--- src/include/dac_defines.svh ---
`ifndef DAC_DEFINES_SVH
`define DAC_DEFINES_SVH
`define DAC_OFF_CONTROL 12'h000
`define DAC_OFF_LOW 12'h004
`define DAC_OFF_HIGH 12'h008
`define DAC_OFF_STATUS 12'h00C
`define DAC_CTL_AUTO 7
`define DAC_CTL_TSEL_HI 6
`define DAC_CTL_TSEL_LO 4
`define DAC_CTL_LEFT 2
`define DAC_CTL_OUTEN 1
`define DAC_CTL_EN 0
`define DAC_CTL_MASK 8'hF7
`define DAC_RESET_BYTE 8'h00
`define DAC_RESET_VALUE 10'h000
`define DAC_MIN_ADDR_WIDTH 4
`endif

--- src/include/dac_pkg.sv ---
package dac_pkg;
  typedef logic [9:0] dac_value_t;
  typedef struct packed {
    logic [7:0] control;
    logic [7:0] value_low;
    logic [7:0] value_high;
    logic low_pending;
    logic high_written;
    logic [7:0] trig_prev;
    logic [9:0] shadow;
    logic [31:0] prdata;
  } dac_state_s;
endpackage : dac_pkg

--- src/logic/dac_shadow.sv ---
// The APB register port and the placing of the registers are this design's own decisions.
`timescale 1ns/1ps
`include "dac_defines.svh"
// Notes on behaviour
// - Low write alone never changes output.
// - Converted value comes from hidden shadow.
// - Manual mode: high write copies both bytes.
// - Auto mode: trigger loads after low-high pair.
// - High-only writes: every trigger updates.
// - Left align: high is bits 9..2.
// - Auto enable picks trigger edge over write.
// - Three-bit select over eight trigger flags.
// - Alignment change shows at next shadow load.
// - Enable drives converter from shadow value.
module dac_shadow
  import dac_pkg::*;
#(
  parameter int ADDR_WIDTH = 12
) (
  input wire logic pclk,
  input wire logic presetn,
  input wire logic psel,
  input wire logic penable,
  input wire logic pwrite,
  input wire logic [ADDR_WIDTH-1:0] paddr,
  input wire logic [31:0] pwdata,
  input wire logic [3:0] pstrb,
  output logic [31:0] prdata,
  output logic pready,
  output logic pslverr,
  input wire logic [7:0] trigger_flags,
  output logic [9:0] converter_value,
  output logic converter_enable,
  output logic converter_output_enable
);

  // Status sits at the top offset, so narrower addresses cannot reach it
  if (ADDR_WIDTH < `DAC_MIN_ADDR_WIDTH) begin : g_addr_check
    $error("ADDR_WIDTH too small for register map");
  end

  dac_state_s st;
  dac_state_s next_st;

  function automatic dac_value_t dac_assemble(input logic left, input logic [7:0] hi,
                                              input logic [7:0] lo);
    if (left) return {hi, lo[7:6]};
    else return {hi[1:0], lo};
  endfunction : dac_assemble

  function automatic logic dac_at(input logic [ADDR_WIDTH-1:0] a, input logic [11:0] off);
    return a == ADDR_WIDTH'(off);
  endfunction : dac_at

  logic setup_access;
  logic wr_access;
  logic addr_hit;
  logic wr_low;
  logic wr_high;
  logic wr_ctrl;
  logic trig_now;
  logic trig_edge;
  logic auto_mode;

  assign setup_access = psel && penable;
  // Every register lives in byte lane 0; the other lanes are ignored
  assign wr_access = setup_access && pwrite && pstrb[0];
  assign addr_hit = dac_at(paddr, `DAC_OFF_CONTROL) ||
                    dac_at(paddr, `DAC_OFF_LOW) ||
                    dac_at(paddr, `DAC_OFF_HIGH) ||
                    dac_at(paddr, `DAC_OFF_STATUS);
  assign wr_low = wr_access && dac_at(paddr, `DAC_OFF_LOW);
  assign wr_high = wr_access && dac_at(paddr, `DAC_OFF_HIGH);
  assign wr_ctrl = wr_access && dac_at(paddr, `DAC_OFF_CONTROL);
  assign auto_mode = st.control[`DAC_CTL_AUTO];
  // Flag level is tracked always, so a select change cannot fake an edge
  assign trig_now = trigger_flags[st.control[`DAC_CTL_TSEL_HI:`DAC_CTL_TSEL_LO]];
  assign trig_edge = trig_now &&
                     !st.trig_prev[st.control[`DAC_CTL_TSEL_HI:`DAC_CTL_TSEL_LO]];

  always_comb begin
    next_st = st;
    next_st.trig_prev = trigger_flags;
    if (wr_ctrl) begin
      next_st.control = pwdata[7:0] & `DAC_CTL_MASK;
    end
    if (wr_low) begin
      next_st.value_low = pwdata[7:0];
      next_st.low_pending = 1'b1;
      next_st.high_written = 1'b0;
    end
    if (wr_high) begin
      next_st.value_high = pwdata[7:0];
      next_st.low_pending = 1'b0;
      next_st.high_written = 1'b1;
      if (!auto_mode) begin
        // Uses the current align bit, so an align change lands here
        next_st.shadow = dac_assemble(st.control[`DAC_CTL_LEFT], pwdata[7:0],
                                      st.value_low);
      end
    end
    // Pair must be complete; a low write alone blocks the refresh
    if (auto_mode && trig_edge && !st.low_pending && st.high_written && !wr_high) begin
      next_st.shadow = dac_assemble(st.control[`DAC_CTL_LEFT], st.value_high,
                                    st.value_low);
    end
    // Captured in setup, so read data is a flop by the access edge
    next_st.prdata = 32'h0000_0000;
    if (psel && !penable && !pwrite) begin
      unique case (paddr)
        ADDR_WIDTH'(`DAC_OFF_CONTROL): next_st.prdata = {24'h000000, st.control};
        ADDR_WIDTH'(`DAC_OFF_LOW): next_st.prdata = {24'h000000, st.value_low};
        ADDR_WIDTH'(`DAC_OFF_HIGH): next_st.prdata = {24'h000000, st.value_high};
        ADDR_WIDTH'(`DAC_OFF_STATUS): next_st.prdata = {30'h0000_0000, st.high_written,
                                                        st.low_pending};
        default: next_st.prdata = 32'h0000_0000;
      endcase
    end
  end

  always_ff @(posedge pclk or negedge presetn) begin
    if (!presetn) begin
      st.control <= `DAC_RESET_BYTE;
      st.value_low <= `DAC_RESET_BYTE;
      st.value_high <= `DAC_RESET_BYTE;
      st.low_pending <= 1'b0;
      st.high_written <= 1'b0;
      st.trig_prev <= 8'h00;
      st.shadow <= `DAC_RESET_VALUE;
      st.prdata <= 32'h0000_0000;
    end else begin
      st <= next_st;
    end
  end

  assign pready = 1'b1;
  assign pslverr = setup_access && !addr_hit;
  assign prdata = st.prdata;
  // Shadow feeds the converter; data registers never reach it directly
  assign converter_value = st.shadow;
  assign converter_enable = st.control[`DAC_CTL_EN];
  assign converter_output_enable = st.control[`DAC_CTL_OUTEN];

  // Only two paths reach the shadow: manual high write, auto trigger edge
  a_low_holds_out: assert property (@(posedge pclk) disable iff (!presetn)
    (wr_low && !(auto_mode && trig_edge)) |=> $stable(converter_value))
    else $error("output moved after low write without high write");

  a_low_marks: assert property (@(posedge pclk) disable iff (!presetn)
    wr_low |=> (st.low_pending && !st.high_written))
    else $error("low write did not mark pair pending");

  a_high_closes: assert property (@(posedge pclk) disable iff (!presetn)
    wr_high |=> (!st.low_pending && st.high_written))
    else $error("high write did not close the pair");

  a_manual_copy: assert property (@(posedge pclk) disable iff (!presetn)
    (wr_high && !auto_mode) |=>
    converter_value == dac_assemble($past(st.control[`DAC_CTL_LEFT]), $past(pwdata[7:0]),
                                    $past(st.value_low)))
    else $error("manual high write did not copy both bytes");

  a_auto_trigger: assert property (@(posedge pclk) disable iff (!presetn)
    (auto_mode && trig_edge && !st.low_pending && st.high_written && !wr_high) |=>
    converter_value == $past(dac_assemble(st.control[`DAC_CTL_LEFT], st.value_high,
                                          st.value_low)))
    else $error("trigger edge did not refresh shadow");

  a_auto_no_write: assert property (@(posedge pclk) disable iff (!presetn)
    (auto_mode && !trig_edge) |=> $stable(converter_value))
    else $error("auto mode updated without trigger edge");

  // A flag held high is one event, not one per cycle
  a_edge_level: assert property (@(posedge pclk) disable iff (!presetn)
    (auto_mode && trig_now && !trig_edge) |=> $stable(converter_value))
    else $error("held trigger level refreshed the shadow again");

  a_eight_bit: assert property (@(posedge pclk) disable iff (!presetn)
    (auto_mode && trig_edge && !st.low_pending && st.high_written && !wr_high &&
     st.control[`DAC_CTL_LEFT]) |=>
    converter_value[9:2] == $past(st.value_high))
    else $error("trigger did not reload high byte");

  a_pending_block: assert property (@(posedge pclk) disable iff (!presetn)
    (st.low_pending && !wr_high) |=> $stable(converter_value))
    else $error("update while low byte pending");

  a_shadow_hidden: assert property (@(posedge pclk) disable iff (!presetn)
    (wr_access && !wr_high && !(auto_mode && trig_edge)) |=> $stable(converter_value))
    else $error("register write other than high reached the shadow");

  a_align_late: assert property (@(posedge pclk) disable iff (!presetn)
    (wr_ctrl && !(auto_mode && trig_edge)) |=> $stable(converter_value))
    else $error("alignment change moved output before high write");

  // Refused writes must leave every software register alone
  a_refused_write: assert property (@(posedge pclk) disable iff (!presetn)
    (setup_access && pwrite && !addr_hit) |=>
    ($stable(st.control) && $stable(st.value_low) && $stable(st.value_high)))
    else $error("write to unmapped address changed a register");

  a_left_align: assert property (@(posedge pclk) disable iff (!presetn)
    (wr_high && !auto_mode && st.control[`DAC_CTL_LEFT]) |=>
    converter_value[9:2] == $past(pwdata[7:0]))
    else $error("left alignment wrong");

  a_right_align: assert property (@(posedge pclk) disable iff (!presetn)
    (wr_high && !auto_mode && !st.control[`DAC_CTL_LEFT]) |=>
    converter_value == {$past(pwdata[1:0]), $past(st.value_low)})
    else $error("right alignment wrong");

  a_enable_out: assert property (@(posedge pclk) disable iff (!presetn)
    wr_ctrl |=>
    converter_enable == $past(pwdata[`DAC_CTL_EN]))
    else $error("enable not following control write");

  // Scenarios worth seeing hit at least once
  c_manual: cover property (@(posedge pclk) disable iff (!presetn) wr_low ##[1:8] wr_high);
  c_auto: cover property (@(posedge pclk) disable iff (!presetn) auto_mode && trig_edge);
  c_left: cover property (@(posedge pclk) disable iff (!presetn)
    wr_high && st.control[`DAC_CTL_LEFT]);
  c_right: cover property (@(posedge pclk) disable iff (!presetn)
    wr_high && !auto_mode && !st.control[`DAC_CTL_LEFT]);
  c_pending_block: cover property (@(posedge pclk) disable iff (!presetn)
    auto_mode && trig_edge && st.low_pending);

endmodule : dac_shadow

--- config.mk ---
export PLATFORM = sky130hd
export DESIGN_NAME = dac_shadow
export DESIGN_NICKNAME = d
export VERILOG_FILES = /design/src/include/dac_pkg.sv /design/src/logic/dac_shadow.sv
export VERILOG_INCLUDE_DIRS = /design/src /design/src/include
export SDC_FILE = /design/constraint.sdc
export NUM_CORES = 1
export LEC_CHECK = 0
export BUFFER_PORTS_ARGS = -buffer_cell sky130_fd_sc_hd__buf_2
export CORE_MARGIN = 4
export CORE_UTILIZATION = 49
export CTS_BUF_LIST = sky130_fd_sc_hd__clkbuf_16
export DETAILED_ROUTE_END_ITERATION = 8
export PLACE_DENSITY = 0.81
export REMOVE_ABC_BUFFERS = 1
export SYNTH_ARGS = -nofsm -noshare
export SYNTH_HDL_FRONTEND = slang
export SYNTH_SLANG_ARGS = --single-unit
export TNS_END_PERCENT = 20
--- constraint.sdc ---
create_clock -name pclk -period 2.4 [get_ports pclk]
set_input_delay 0.12 -clock pclk [delete_from_list [all_inputs] [get_ports pclk]]
set_output_delay 0.12 -clock pclk [all_outputs]
set_load 0.03 [all_outputs]
==> results.ini <==
[outcome]
status=completed

[floorplan]
dieArea_um2=6940
die_h_um=83.3
core_um2=5510
die_width_um=83.3
initial_core_util_pct=50.5
num_io_pins=107
num_rows=27

[setup_path]
cp.arrival_ns=2.42
path_class=in2reg
cp-startpoint=trigger_flags[0]
reg2reg_slack_ns=0.23
crit_end=converter_value[3]
rr_endpoint=converter_value[1]
required_ns=2.61
regToRegStartpoint=st[73]
endpoint_kind=flip-flop
crit_fanout=8
reg2regPathDepth=6
cp-start-kind=input port

[global_routing]
grt_pass1_wl_um=9090
antenna_found_initial=0
overflow=0
grt_pass1_vias=1873
grt_max_degree=52
grt_use_total_pct=16.3

[clock_tree]
cts_buffers=5
clock-sinks=51
clockBufferDepth=2
cts_tree=yes
htree_num_levels=2
cts.clk_slew.worst_paths_ns=0.06
clkLatencyLatePin_ns=0.29
clockRootBuffer=clkbuf_16
postCtsSetupRepairBufs=0

[layout]
final_cells=362
nNetsFinal=351
syn_to_final_growth_pct=15.5
diodes=0
fillCellCount=445
drive_gt1_share_pct=41.0

[sta]
slew_headroom_pct=57.9
setup_violations=0
finalHoldViolCount=0
slew_viol_final=0
timing.fmax_ghz=0.453
worst_pin_slew_ns=0.632
period_share_pct=91.9
period_needed_ns=2.21
fin_ws_ns=0.193
fin_worst_skew_ns=0.00579
grt_setup_unrepaired=false

[detailed_routing]
drcViolationCount=0
drt_pass1_iterations=4
routed_wl_um=5600
vias=1880
via_per_inst=5.19
drtIter0Drc=130
ant_nets=0
wl_per_cell_um=15.5

[placed_design]
pre_cts_slack_ns=-0.0657
hpwl_um=4210
post-place-cells=346
globalplace.congestion=0.834
port_buffers=54

[synth]
synth_warnings=0
syn_area_um2=2780
ys_types=38
synthTopCellsByArea=dfrtp_1 46%, mux2_2 13%, buf_4 12%
async_reset_ff_share_pct=100
yosysSeqAreaShare_pct=45.9
synth_top_area_cell=dfrtp_1
synth_edf_count=0
syn_inst=233
ys_top_cells_by_count=51 x dfrtp_1, 43 x buf_4, 31 x mux2_2
syn_area_per_cell_um2=11.9
synth_top_cell_area_share_pct=45.9
post-synth-top-count-cell=dfrtp_1
yosys_register_bits=51
synth_ff_type=dfrtp_1

[flow_run]
max_cap_viol_count=0

[pwr]
p_leak_nw=1.61
irDropWorstVdd_uv=401
powerDensity_nw_per_um2=539

[min_path]
min_path_type=in2reg

==> kinds of logic (layout without fill, tap and decap cells) <==
| family | count (synthesis) | in the layout | share of synthesized area (%) |
|---|---|---|---|
| AOI/OAI and AO/OA | 14 | 14 | 3.56 |
| buffers and inverters | 55 | 89 | 13.6 |
| DFF | 51 | 51 | 45.9 |
| muxes | 64 | 64 | 25.9 |
| other | 2 | 25 | 0.270 |
| and+or+nand+nor | 47 | 47 | 10.8 |
==> final cells by class <==
class,instances,area (um^2),area share [%]
Tap cell,72,90.1,2.81
Clock buffer,5,125,3.90
Multi-Input combinational cell,150,1220,37.9
Inverter,3,11.3,0.351
Sequential cell,51,1280,39.8
Timing Repair Buffer,79,480,15.0
Clock inverter,2,8.76,0.273
==> timing repair <==
action	in CTS	in global routing
hold endpoints to repair	59	0
hold buffers	9	0
resized for setup	1	0
setup endpoints to repair	8	0
==> how the worst min path moves through the flow <==
stage | depth (start not counted) | start | end | slack (ns)
CTS | 3 | pwdata[2] | st[62] | 0.09
detailed placement | 1 | trigger_flags[3] | st[45] | 0.24
finish | 3 | pwdata[2] | st[62] | 0.09
global placement | 1 | trigger_flags[2] | st[44] | 0.24
global route | 3 | pwdata[2] | st[62] | 0.11
floorplan | 0 | presetn | auto_mode | -0.18
==> cell usage in the layout (no fill, tap or decap), types with 5 or more instances in the layout <==
cell type,instances
buf_2,54
dfrtp_1,51
mux2_2,31
mux2i_1,28
conb_1,25
buf_4,16
nor2_1,13
dlygate4sd3_1,9
nor2b_1,7
a21oi_1,7
nand2_1,5
clkbuf_16,5
==> critical path, stage by stage <==
cell and delay, ns:
dlygate4sd3_1 0.51, buf_2 0.11, nor2b_1 0.16, nor4_1 0.06, or4b_1 0.63, nor3_4 0.57, mux2i_1 0.25
==> metrics by stage <==
step	util (%)	hold WS, ns	power (mW)	cell area [um^2]	TNS (ns)
6_report	58.3	0.0908	1.73	3210	0
2_1_floorplan	-	-0.176	0.998	2500	-1.07
3_3_place_gp	54.1	0.241	1.07	2980	-0.220
5_1_grt	58.3	0.113	1.80	3210	0
3_5_place_dp	54.1	0.243	1.08	2980	-0.477
4_1_cts	58.3	0.0884	1.75	3210	0
==> registers in the layout (all words and copies together), names as in the netlist <==
name	flops
prdata	8
converter_value	10
auto_mode	1
converter_enable	1
st	30
converter_output_enable	1
==> power breakdown <==
part	internal [mW]	switching [mW]	leakage, nW
sequential	0.875	0.00615	0.670
combinational	0.0600	0.130	0.871
clock	0.375	0.283	0.0671
total	1.31	0.420	1.61
==> layer usage <==
metal / track usage, % / routed length, um / part of all wire, % / vias up
met5: 0 / 0 / 0 / -
met4: 4.75 / 72 / 1.3 / 0
met3: 5.36 / 495 / 8.8 / 9
met2: 26.5 / 2720 / 49 / 83
met1: 20.8 / 2300 / 41 / 915
li1: - / - / - / 873
Note: power is estimated with default switching activity, not from simulation.
